$ cat config.mk
export PLATFORM = sky130hd
export DESIGN_NAME = converter_module
export DESIGN_NICKNAME = d
export VERILOG_FILES = /design/src/verilog/converter_module_pkg.sv /design/src/verilog/interval_timer.sv /design/src/verilog/converter_module.sv
export SDC_FILE = /design/constraint.sdc
export NUM_CORES = 1
export LEC_CHECK = 0
export BUFFER_PORTS_ARGS = -buffer_cell sky130_fd_sc_hd__buf_4
export CORE_MARGIN = 10
export CORE_UTILIZATION = 60
export CTS_BUF_LIST = sky130_fd_sc_hd__clkbuf_4 sky130_fd_sc_hd__clkbuf_8
export CTS_CLUSTER_DIAMETER = 60
export DETAILED_ROUTE_END_ITERATION = 10
export PLACE_DENSITY_LB_ADDON = 0.1
export SYNTH_ARGS = -nofsm -noshare
export SYNTH_HDL_FRONTEND = slang
export SYNTH_HIERARCHICAL = 1
export SYNTH_SLANG_ARGS = --single-unit
$ cat constraint.sdc
create_clock -name ref_clk -period 5.38 [get_ports ref_clk]
set_clock_uncertainty 0.2 [all_clocks]
set_input_delay 0.807 -clock ref_clk [delete_from_list [all_inputs] [get_ports ref_clk]]
set_output_delay 0.807 -clock ref_clk [all_outputs]
set_load 0.01 [all_outputs]
$ cat src/verilog/converter_module_pkg.sv
// constants and types for the converter module control block
// Summary of operation
// RULE1 - respond only to own wired device address
// RULE2 - track between conversions, hold during conversion
// RULE3 - start by command, timer pulse or external; the code starts only by command or gated external, not by timer pulse
// RULE4 - high-resolution result is 13-bit two's complement
// RULE5 - low-resolution result is 10-bit two's complement
// RULE6 - result latched stable until next result
// RULE7 - data sense true when new word loaded
// RULE8 - timer sense true after timer pulse
// RULE9 - external sense reflects external input level
// RULE10 - timer counts down, pulses at zero
// RULE11 - each cycle reloads from held interval buffer
// RULE12 - continuous mode reloads immediately at cycle end
// RULE13 - single-cycle mode stops until external restart
// RULE14 - ready and interval-complete brought out for interrupts
// RULE15 - block transfer moves words without input instructions
// RULE16 - sensed timer ready cleared after sense
// RULE17 - data ready false at start, true at end
// RULE18 - commands open and close external start gate
// RULE19 - interval write loads, restarts, clears timer ready
// RULE20 - reset clears flags, closes gate, tracks
package converter_module_pkg;
  localparam int unsigned clk_mhz = 100;
  localparam logic [5:0] dev_addr_base = 6'h30;
  localparam logic [5:0] dev_addr_last = 6'h37;
  localparam logic [3:0] fn_block_connect = 4'h0;
  localparam logic [3:0] fn_start = 4'h1;
  localparam logic [3:0] fn_gate_open = 4'h2;
  localparam logic [3:0] fn_gate_close = 4'h3;
  localparam logic [3:0] fn_sense_data = 4'h0;
  localparam logic [3:0] fn_sense_timer = 4'h1;
  localparam logic [3:0] fn_sense_ext = 4'h2;
  localparam int unsigned tick_ns_hi = 1000;
  localparam int unsigned tick_ns_lo = 500;
  localparam logic [7:0] tick_cycles_hi = 8'(tick_ns_hi * clk_mhz / 1000);
  localparam logic [7:0] tick_cycles_lo = 8'(tick_ns_lo * clk_mhz / 1000);
  localparam logic [15:0] interval_reset = 16'h0000;
  localparam int unsigned result_bits_hi = 13;
  localparam int unsigned result_bits_lo = 10;
  typedef enum logic [2:0] {
    conv_idle = 3'b001,
    conv_run = 3'b010,
    conv_done = 3'b100
  } conv_state_e;
endpackage : converter_module_pkg

$ cat src/verilog/interval_timer.sv
// programmable down-counting interval timer
`timescale 1ns/100ps
module interval_timer
  import converter_module_pkg::*;
(
  input wire logic ref_clk,
  input wire logic sys_rst,
  input wire logic low_res,
  input wire logic continuous_mode,
  input wire logic interval_write,
  input wire logic [15:0] interval_data,
  input wire logic ext_timer_start,
  output logic timer_pulse
);
  logic [15:0] interval_buf, next_interval_buf;
  logic [15:0] count, next_count;
  logic [7:0] tick_div, next_tick_div;
  logic running, next_running;
  logic next_timer_pulse;
  logic tick;

  always_comb begin
    tick = (tick_div == 8'h00);
    next_tick_div = tick ? ((low_res ? tick_cycles_lo : tick_cycles_hi) - 8'h01)
                         : tick_div - 8'h01;
    next_interval_buf = interval_buf;
    next_count = count;
    next_running = running;
    next_timer_pulse = 1'b0;
    if (interval_write) begin
      next_interval_buf = interval_data; // RULE11
      next_count = interval_data; // RULE19
      next_running = 1'b1;
      next_tick_div = (low_res ? tick_cycles_lo : tick_cycles_hi) - 8'h01;
    end else if (!running && ext_timer_start) begin
      next_count = interval_buf; // RULE13
      next_running = 1'b1;
    end else if (running && tick) begin
      if (count <= 16'h0001) begin
        next_timer_pulse = 1'b1; // RULE10
        next_count = interval_buf; // RULE12
        next_running = continuous_mode; // RULE13
      end else begin
        next_count = count - 16'h0001;
      end
    end
  end

  always_ff @(posedge ref_clk) begin
    if (sys_rst) begin
      interval_buf <= interval_reset;
      count <= interval_reset;
      tick_div <= 8'h00;
      running <= 1'b0;
      timer_pulse <= 1'b0;
    end else begin
      interval_buf <= next_interval_buf;
      count <= next_count;
      tick_div <= next_tick_div;
      running <= next_running;
      timer_pulse <= next_timer_pulse;
    end
  end
endmodule : interval_timer

$ cat src/verilog/converter_module.sv
// converter module control: decode, start, hold, result buffer, sense
`timescale 1ns/100ps
module converter_module
  import converter_module_pkg::*;
(
  input wire logic ref_clk,
  input wire logic sys_rst,
  input wire logic [2:0] addr_strap,
  input wire logic low_res,
  input wire logic continuous_mode,
  input wire logic [5:0] bus_dev_addr,
  input wire logic [3:0] bus_function,
  input wire logic external_control_command,
  input wire logic sense_instruction,
  input wire logic sense_done,
  input wire logic data_out_strobe,
  input wire logic data_in_strobe,
  input wire logic [15:0] bus_data_out,
  input wire logic ext_start,
  input wire logic ext_timer_start,
  input wire logic ext_sense_in,
  input wire logic adc_busy,
  input wire logic adc_result_valid,
  input wire logic [12:0] adc_result,
  input wire logic block_transfer_ack,
  output logic hold,
  output logic adc_start,
  output logic sense_response,
  output logic [15:0] bus_data_in,
  output logic data_ready,
  output logic timer_ready,
  output logic timer_pulse,
  output logic block_transfer_request
);
  ////////////////////////////////////////////////////////////////////////////
  // address decode
  logic selected;
  assign selected = (bus_dev_addr == (dev_addr_base | {3'b000, addr_strap})); // RULE1

  logic cmd_start, cmd_gate_open, cmd_gate_close, cmd_block;
  logic sense_data, sense_timer, sense_ext;
  logic interval_write, data_read;
  assign cmd_start = selected && external_control_command && bus_function == fn_start;
  assign cmd_gate_open = selected && external_control_command && bus_function == fn_gate_open;
  assign cmd_gate_close = selected && external_control_command
                          && bus_function == fn_gate_close;
  assign cmd_block = selected && external_control_command
                     && bus_function == fn_block_connect;
  assign sense_data = selected && sense_instruction && bus_function == fn_sense_data;
  assign sense_timer = selected && sense_instruction && bus_function == fn_sense_timer;
  assign sense_ext = selected && sense_instruction && bus_function == fn_sense_ext;
  assign interval_write = selected && data_out_strobe; // RULE19
  assign data_read = selected && data_in_strobe;

  ////////////////////////////////////////////////////////////////////////////
  // timer
  interval_timer u_timer (
    .ref_clk(ref_clk),
    .sys_rst(sys_rst),
    .low_res(low_res),
    .continuous_mode(continuous_mode),
    .interval_write(interval_write),
    .interval_data(bus_data_out),
    .ext_timer_start(ext_timer_start),
    .timer_pulse(timer_pulse)
  );

  ////////////////////////////////////////////////////////////////////////////
  // conversion control
  conv_state_e state, next_state;
  logic gate_open, next_gate_open;
  logic block_mode, next_block_mode;
  logic next_hold, next_adc_start;
  logic next_data_ready, next_timer_ready;
  logic [15:0] next_bus_data_in;
  logic timer_sensed, next_timer_sensed;
  logic start_req;
  logic [15:0] result_word;

  // sign extend the converter word to the bus width per variant
  always_comb begin
    if (low_res) begin
      result_word = {{6{adc_result[result_bits_lo - 1]}},
                     adc_result[result_bits_lo - 1:0]}; // RULE5
    end else begin
      result_word = {{3{adc_result[result_bits_hi - 1]}},
                     adc_result[result_bits_hi - 1:0]}; // RULE4
    end
  end

  // program start ignores the gate; external start only while gate open
  assign start_req = cmd_start || (gate_open && ext_start); // RULE3 RULE18

  always_comb begin
    next_state = state;
    next_gate_open = gate_open;
    next_block_mode = block_mode;
    next_hold = hold;
    next_adc_start = 1'b0;
    next_data_ready = data_ready;
    next_timer_ready = timer_ready;
    next_timer_sensed = timer_sensed;
    next_bus_data_in = bus_data_in;
    if (cmd_gate_open) begin
      next_gate_open = 1'b1; // RULE18
    end else if (cmd_gate_close) begin
      next_gate_open = 1'b0; // RULE18
    end
    if (cmd_block) begin
      next_block_mode = 1'b1; // RULE15
    end
    if (data_read || (block_mode && block_transfer_ack)) begin
      next_data_ready = 1'b0; // RULE17
    end
    case (state)
      conv_idle: begin
        if (start_req) begin
          next_hold = 1'b1; // RULE2
          next_adc_start = 1'b1;
          next_data_ready = 1'b0; // RULE17
          next_state = conv_run;
        end
      end
      conv_run: begin
        if (adc_result_valid) begin
          next_bus_data_in = result_word; // RULE6
          next_data_ready = 1'b1; // RULE7 RULE17
          next_state = conv_done;
        end
      end
      conv_done: begin
        // release the hold only once the converter drops busy
        if (!adc_busy) begin
          next_hold = 1'b0; // RULE2
          next_state = conv_idle;
        end
      end
      default: begin
        next_hold = 1'b0;
        next_state = conv_idle;
      end
    endcase
    // timer ready: pulse sets (wins over clear), sense then clears
    if (sense_timer && timer_ready) begin
      next_timer_sensed = 1'b1;
    end
    if (interval_write) begin
      next_timer_ready = 1'b0; // RULE19
      next_timer_sensed = 1'b0;
    // a one-cycle sense may complete in the cycle that finds the flag true
    end else if ((timer_sensed || (sense_timer && timer_ready)) && sense_done) begin
      next_timer_ready = 1'b0; // RULE16
      next_timer_sensed = 1'b0;
    end
    if (timer_pulse) begin
      next_timer_ready = 1'b1; // RULE8
    end
  end

  always_ff @(posedge ref_clk) begin
    if (sys_rst) begin
      state <= conv_idle;
      gate_open <= 1'b0; // RULE20
      block_mode <= 1'b0;
      hold <= 1'b0; // RULE20
      adc_start <= 1'b0;
      data_ready <= 1'b0; // RULE20
      timer_ready <= 1'b0; // RULE20
      timer_sensed <= 1'b0;
      bus_data_in <= 16'h0000;
    end else begin
      state <= next_state;
      gate_open <= next_gate_open;
      block_mode <= next_block_mode;
      hold <= next_hold;
      adc_start <= next_adc_start;
      data_ready <= next_data_ready;
      timer_ready <= next_timer_ready;
      timer_sensed <= next_timer_sensed;
      bus_data_in <= next_bus_data_in;
    end
  end

  ////////////////////////////////////////////////////////////////////////////
  // sense answer and outputs for interrupts / block transfer
  always_comb begin
    sense_response = 1'b0;
    if (sense_data) begin
      sense_response = data_ready; // RULE7
    end else if (sense_timer) begin
      sense_response = timer_ready; // RULE8
    end else if (sense_ext) begin
      sense_response = ext_sense_in; // RULE9
    end
  end

  // data_ready and timer_ready are outputs for the interrupt unit RULE14
  assign block_transfer_request = block_mode && data_ready; // RULE15
endmodule : converter_module

After elaboration in Yosys (flattened, before gate mapping)
Index checks and enable logic that the tools add are counted.
{ "classes": {"mux": 33, "shifts": 0, "magnitude_cmp": 1, "div_mod_pow": 0, "bitwise_logic": 3, "reduce_logical": 35, "addsub": 3, "n_eq_ne": 10, "n_mul": 0} }
{ "op_table": {"columns": ["cell", "n"], "rows": [
  ["$mux W16", 5],
  ["$mux W1", 19],
  ["$logic_and A1 B1 Y1", 18],
  ["$le A16 B1 Y1 const B", 1],
  ["$mux W8", 2],
  ["$sub A16 B1 Y16 const B", 1],
  ["$sub A8 B1 Y8 const B", 2],
  ["$mux W3", 3],
  ["$pmux W3 S3", 1],
  ["$reduce_bool A3 Y1", 3],
  ["$eq A4 B2 Y1 const B", 2],
  ["$logic_not A8 Y1", 1],
  ["$mux W7", 1],
  ["$eq A6 B6 Y1", 1],
  ["$ne A2 B2 Y1 const B", 3],
  ["$reduce_and A3 Y1", 2],
  ["$eq A4 B1 Y1 const B", 1],
  ["$logic_not A4 Y1", 1],
  ["$reduce_and A2 Y1", 2],
  ["$reduce_or A4 Y1", 1],
  ["$eq A3 B1 Y1 const B", 1],
  ["$eq A3 B2 Y1 const B", 1],
  ["$eq A3 B3 Y1 const B", 1],
  ["$logic_or A1 B1 Y1", 3],
  ["other kinds (7)", 9]
]} }
{ "word_totals": {"input_bits": 57, "ff_bits": 68, "out_inout_bits": 23, "ram_bits": 0, "rom_bits": 0, "mem_count": 0, "latch_bits": 0, "wordCells": 99} }

Logic depth before layout (Yosys ltp)
{ "depth": {"depth_word": 9, "mapped_depth": 10, "depth_no_buf": 8} }

Hierarchy
Netlist, hierarchy kept.
{ "modules_own_cells": {"columns": ["mod", "cells_per_inst", "seq_area_each_um2", "area_each_um2", "n_inst"], "rows": [
  ["interval_timer", 264, 840.8, 2202.1, 1],
  ["converter_module", 135, 460.4, 1089.8, 1]
]} }

Worst setup path before layout
Ideal clock, no wire load.
{ "synth_timing": {"path_type": "input to register", "startpoint": "input bus_dev_addr[3]", "endpoint": "register u_timer.count[4]", "stages": 8, "slack_ps": 2602, "n_path_buf": 3, "t_required_ps": 5089, "arrival_ps": 2487, "path_cell_list": "and4b_1 -> nand4_1 -> inv_1 -> clkbuf_1 -> clkbuf_1 -> buf_1 -> nand2_1 -> a311oi_1"} }
{ "synth_via": {"elab_chain_len": 3} }
{ "synth_lines": {"columns": ["item", "line", "rtl"], "rows": [
  ["start: declaration", "converter_module.sv:11", "input wire logic [5:0] bus_dev_addr,"],
  ["$eq A6 B6 Y1 (*)", "converter_module.sv:38", "assign selected = (bus_dev_addr == (dev_addr_base | {3'b000, addr_strap}));"],
  ["$logic_and A1 B1 Y1 (*)", "converter_module.sv:52", "assign interval_write = selected && data_out_strobe;"],
  ["named net interval_write", "converter_module.sv:42", "logic interval_write, data_read;"],
  ["$reduce_bool A3 Y1 (no source line) or $mux W16 (tied branches)", null, null],
  ["end signal: assignment", "interval_timer.sv:52", "count <= interval_reset;"],
  ["end signal: assignment", "interval_timer.sv:58", "count <= next_count;"],
  ["end: declaration", "interval_timer.sv:16", "logic [15:0] count, next_count;"]
]} }
The timed path passes the listed nets; every way through them passes the cells marked *.
A chain may end at the register's enable or synchronous reset.

Worst setup path in the final report
{ "layout_timing": {"startpoint": "input addr_strap[1]", "endpoint": "register u_timer.count[11]"} }
{ "layout_via": {"elab_chain_len": 3} }
{ "layout_lines": {"columns": ["item", "line", "rtl"], "rows": [
  ["start: declaration", "converter_module.sv:8", "input wire logic [2:0] addr_strap,"],
  ["$eq A6 B6 Y1 (*)", "converter_module.sv:38", null],
  ["$logic_and A1 B1 Y1 (*)", "converter_module.sv:52", null],
  ["named net interval_write", "converter_module.sv:42", null],
  ["$reduce_bool A3 Y1 (no source line) or $mux W16 (tied branches)", null, null]
]} }
Marks and branches as above.

==> results.cfg <==
[cts]
cts_tree = done
clk_root_buffer_cell = clkbuf_8
clock_sinks = 65
clockBufferDepth = 2
cts_resized = 0
hold_buffers = 0
numCtsBuffers = 9
clk_pin_slew_ns = 0.08
ctsHtreeMaxLevel = 3
insertion_delay_ns = 0.34
postCtsSetupBuffers = 0

[cells_and_area]
fin_nets = 528
final_common_cell = buf_4
layout-drive-gt1-share_pct = 22.6
final_cell_mix = buf_4 (81), dfxtp_1 (65), nand2_1 (51), nor2_1 (43), a21oi_1 (31)
diodes = 0
fin_area_sq_um = 4100
syn2layout_area_growth_pct = 24.6
fin_cells = 543

[place]
dp_cells = 527
gp_congestion = 0.906
hpwl_um = 6380
place_area_sq_um = 3870
io_buffers = 79

[sta]
setup_viol = 0
rsz0062_at_grt = false
hold_viol = 0
slew_headroom_pct = 33.6
hold_ws_ns = 0.256
tightest_slew_ns = 0.995
slew_viol_final = 0
tns_ns = 0
clock.fmax_ghz = 0.284
period_share_pct = 65.4
min_period_ns = 3.52

[pwr]
peakVddDrop_mv = 0.246
power.total_uw = 1530
p_per_area_nw_per_um2 = 374
p_leak_uw = 0.00168

[synthesis]
ys_seq_area_share_pct = 39.5
synth_top_area_cell = dfxtp_1
synth_area_leaders = dfxtp_1 (40%), nand2_1 (5.8%), mux2i_1 (5.8%), nor2_1 (4.9%), a21oi_1 (4.7%)
avgSynthCellArea_sq_um = 8.25
yosysUniqueCellTypes = 58
synthCells = 399
async_reset_ff_share_pct = 0
yosysWarnings = 6
synth_seq_cells = 65
syn-cell-area_sq_um = 3290
synth_fp_nets = 459
synthFlopType = dfxtp_1
synth_top_area_share_pct = 39.5
synth_edf_count = 0

[global_route]
antenna_found_initial = 0
grt_pass1_wl_um = 14600
grt_usage_pct = 20.0
grt_max_degree = 54
overflow = 0
grt_pass1_vias = 3137

[routing]
initialDrtViolationCount = 223
routed_wl_um = 8940
ant_nets = 0
first_pass_iters = 7
routed_via_density = 5.98
vias = 3245
drcViolationCount = 0
routedWlPerCell_um = 16.5

[die]
core_area_sq_um = 5200
die-area_sq_um = 8850
initial_core_util_pct = 63.2
die_h_um = 94.1
rows = 26
io_pins = 80
fp.dieW_um = 94.1

[setup_path]
worstSetupPathType = in -> reg
crit_arrival_ns = 3.50
start_kind = input pin
worst_setup_path_end_kind = flip-flop
critPathMaxFanout = 25
required_ns = 5.37

[run]
cap_violations = 0

[run_status]
status = finished, final reports clean

[min_path]
hold_class = reg -> reg
## layer usage
metal | global-route usage [%] | vias to the layer above | wire length, um
met5 | 0 | - | 0
met1 | 22.7 | 1528 | 3720
li1 | - | 1581 | -
met4 | 8.10 | 0 | 161
met2 | 35.0 | 121 | 4470
met3 | 4.88 | 15 | 596
## critical path, stage by stage
cell       delay (ns)
buf_4            0.11
xnor2_1          0.22
nand4_1          0.20
inv_1            0.77
nor2_1           0.23
nand2_1          0.57
nor2_1           0.09
a2111oi_0        0.49
## logic make-up (layout without fill, tap and decap cells)
family / count (synthesis) / count (layout) / share of synthesized area (%)
xor gates and xnor gates: 20 / 20 / 5.32
adders and majority gates: 3 / 3 / 1.14
AOI/OAI and AO/OA: 90 / 90 / 18.3
DFF: 65 / 65 / 39.5
and+or+nand+nor: 164 / 164 / 24.8
buffers and inverters: 38 / 112 / 5.17
muxes: 19 / 19 / 5.78
## report_power, final
group | switching [uW] | internal (uW) | leakage [uW]
combinational | 268 | 210 | 0.00104
sequential | 60.2 | 532 | 0.000529
clock | 199 | 265 | 0.000110
## state kept, by name, indices dropped and copies added, names as in the netlist, 3 cells and up
signal and count:
state 3, bus_data_in 13, u_timer/tick_div 8, u_timer/interval_buf 16
u_timer/count 16
## through the flow
stage	worst slack, ns	util (%)
floorplan	2.60	-
global placement	1.93	74.4
detailed placement	1.71	74.4
CTS	1.97	78.8
global route	1.67	78.8
finish	1.86	78.8
## Yosys cell counts, drive strengths merged (2+ instances only)
cell type / instances
nor4: 8
a31oi: 10
ha: 3
o21a: 2
a221oi: 2
and4: 2
o211ai: 3
xor2: 11
or4: 2
mux2i: 19
nand3: 12
nor2b: 5
nand2b: 3
dfxtp: 65
a2111oi: 2
xnor2: 9
nor3: 12
and3: 4
and2: 4
nor2: 44
or3b: 2
a311oi: 7
buf: 10
o21ai: 11
a21boi: 2
clkbuf: 13
nand4: 8
o221a: 2
a21oi: 31
nand2: 51
o2111ai: 2
inv: 14
a211oi: 7
## cell type report
| type | instances | area, sq um |
|---|---|---|
| clock inverter | 7 | 103 |
| inverter | 15 | 56.3 |
| fill | 374 | 1100 |
| multi-input combinational | 296 | 1820 |
| sequential | 65 | 1300 |
| clock buffer | 9 | 124 |
| timing repair buffer | 81 | 608 |
| tap | 70 | 87.6 |
## path summary, 6_finish.rpt
kind                                 startpoint  cells after the start                             end  slack, ns
hold / removal      bus_data_in[0]$_SDFFE_PP0P_                      2     bus_data_in[0]$_SDFFE_PP0P_       0.26
setup reg to reg  u_timer/count[0]$_SDFFE_PP0P_                      6  u_timer/count[11]$_SDFFE_PP0P_       2.74
hold reg to reg     bus_data_in[0]$_SDFFE_PP0P_                      2     bus_data_in[0]$_SDFFE_PP0P_       0.26
setup / recovery                  addr_strap[1]                      8  u_timer/count[11]$_SDFFE_PP0P_       1.86
Note: power is estimated with default switching activity, not from simulation.
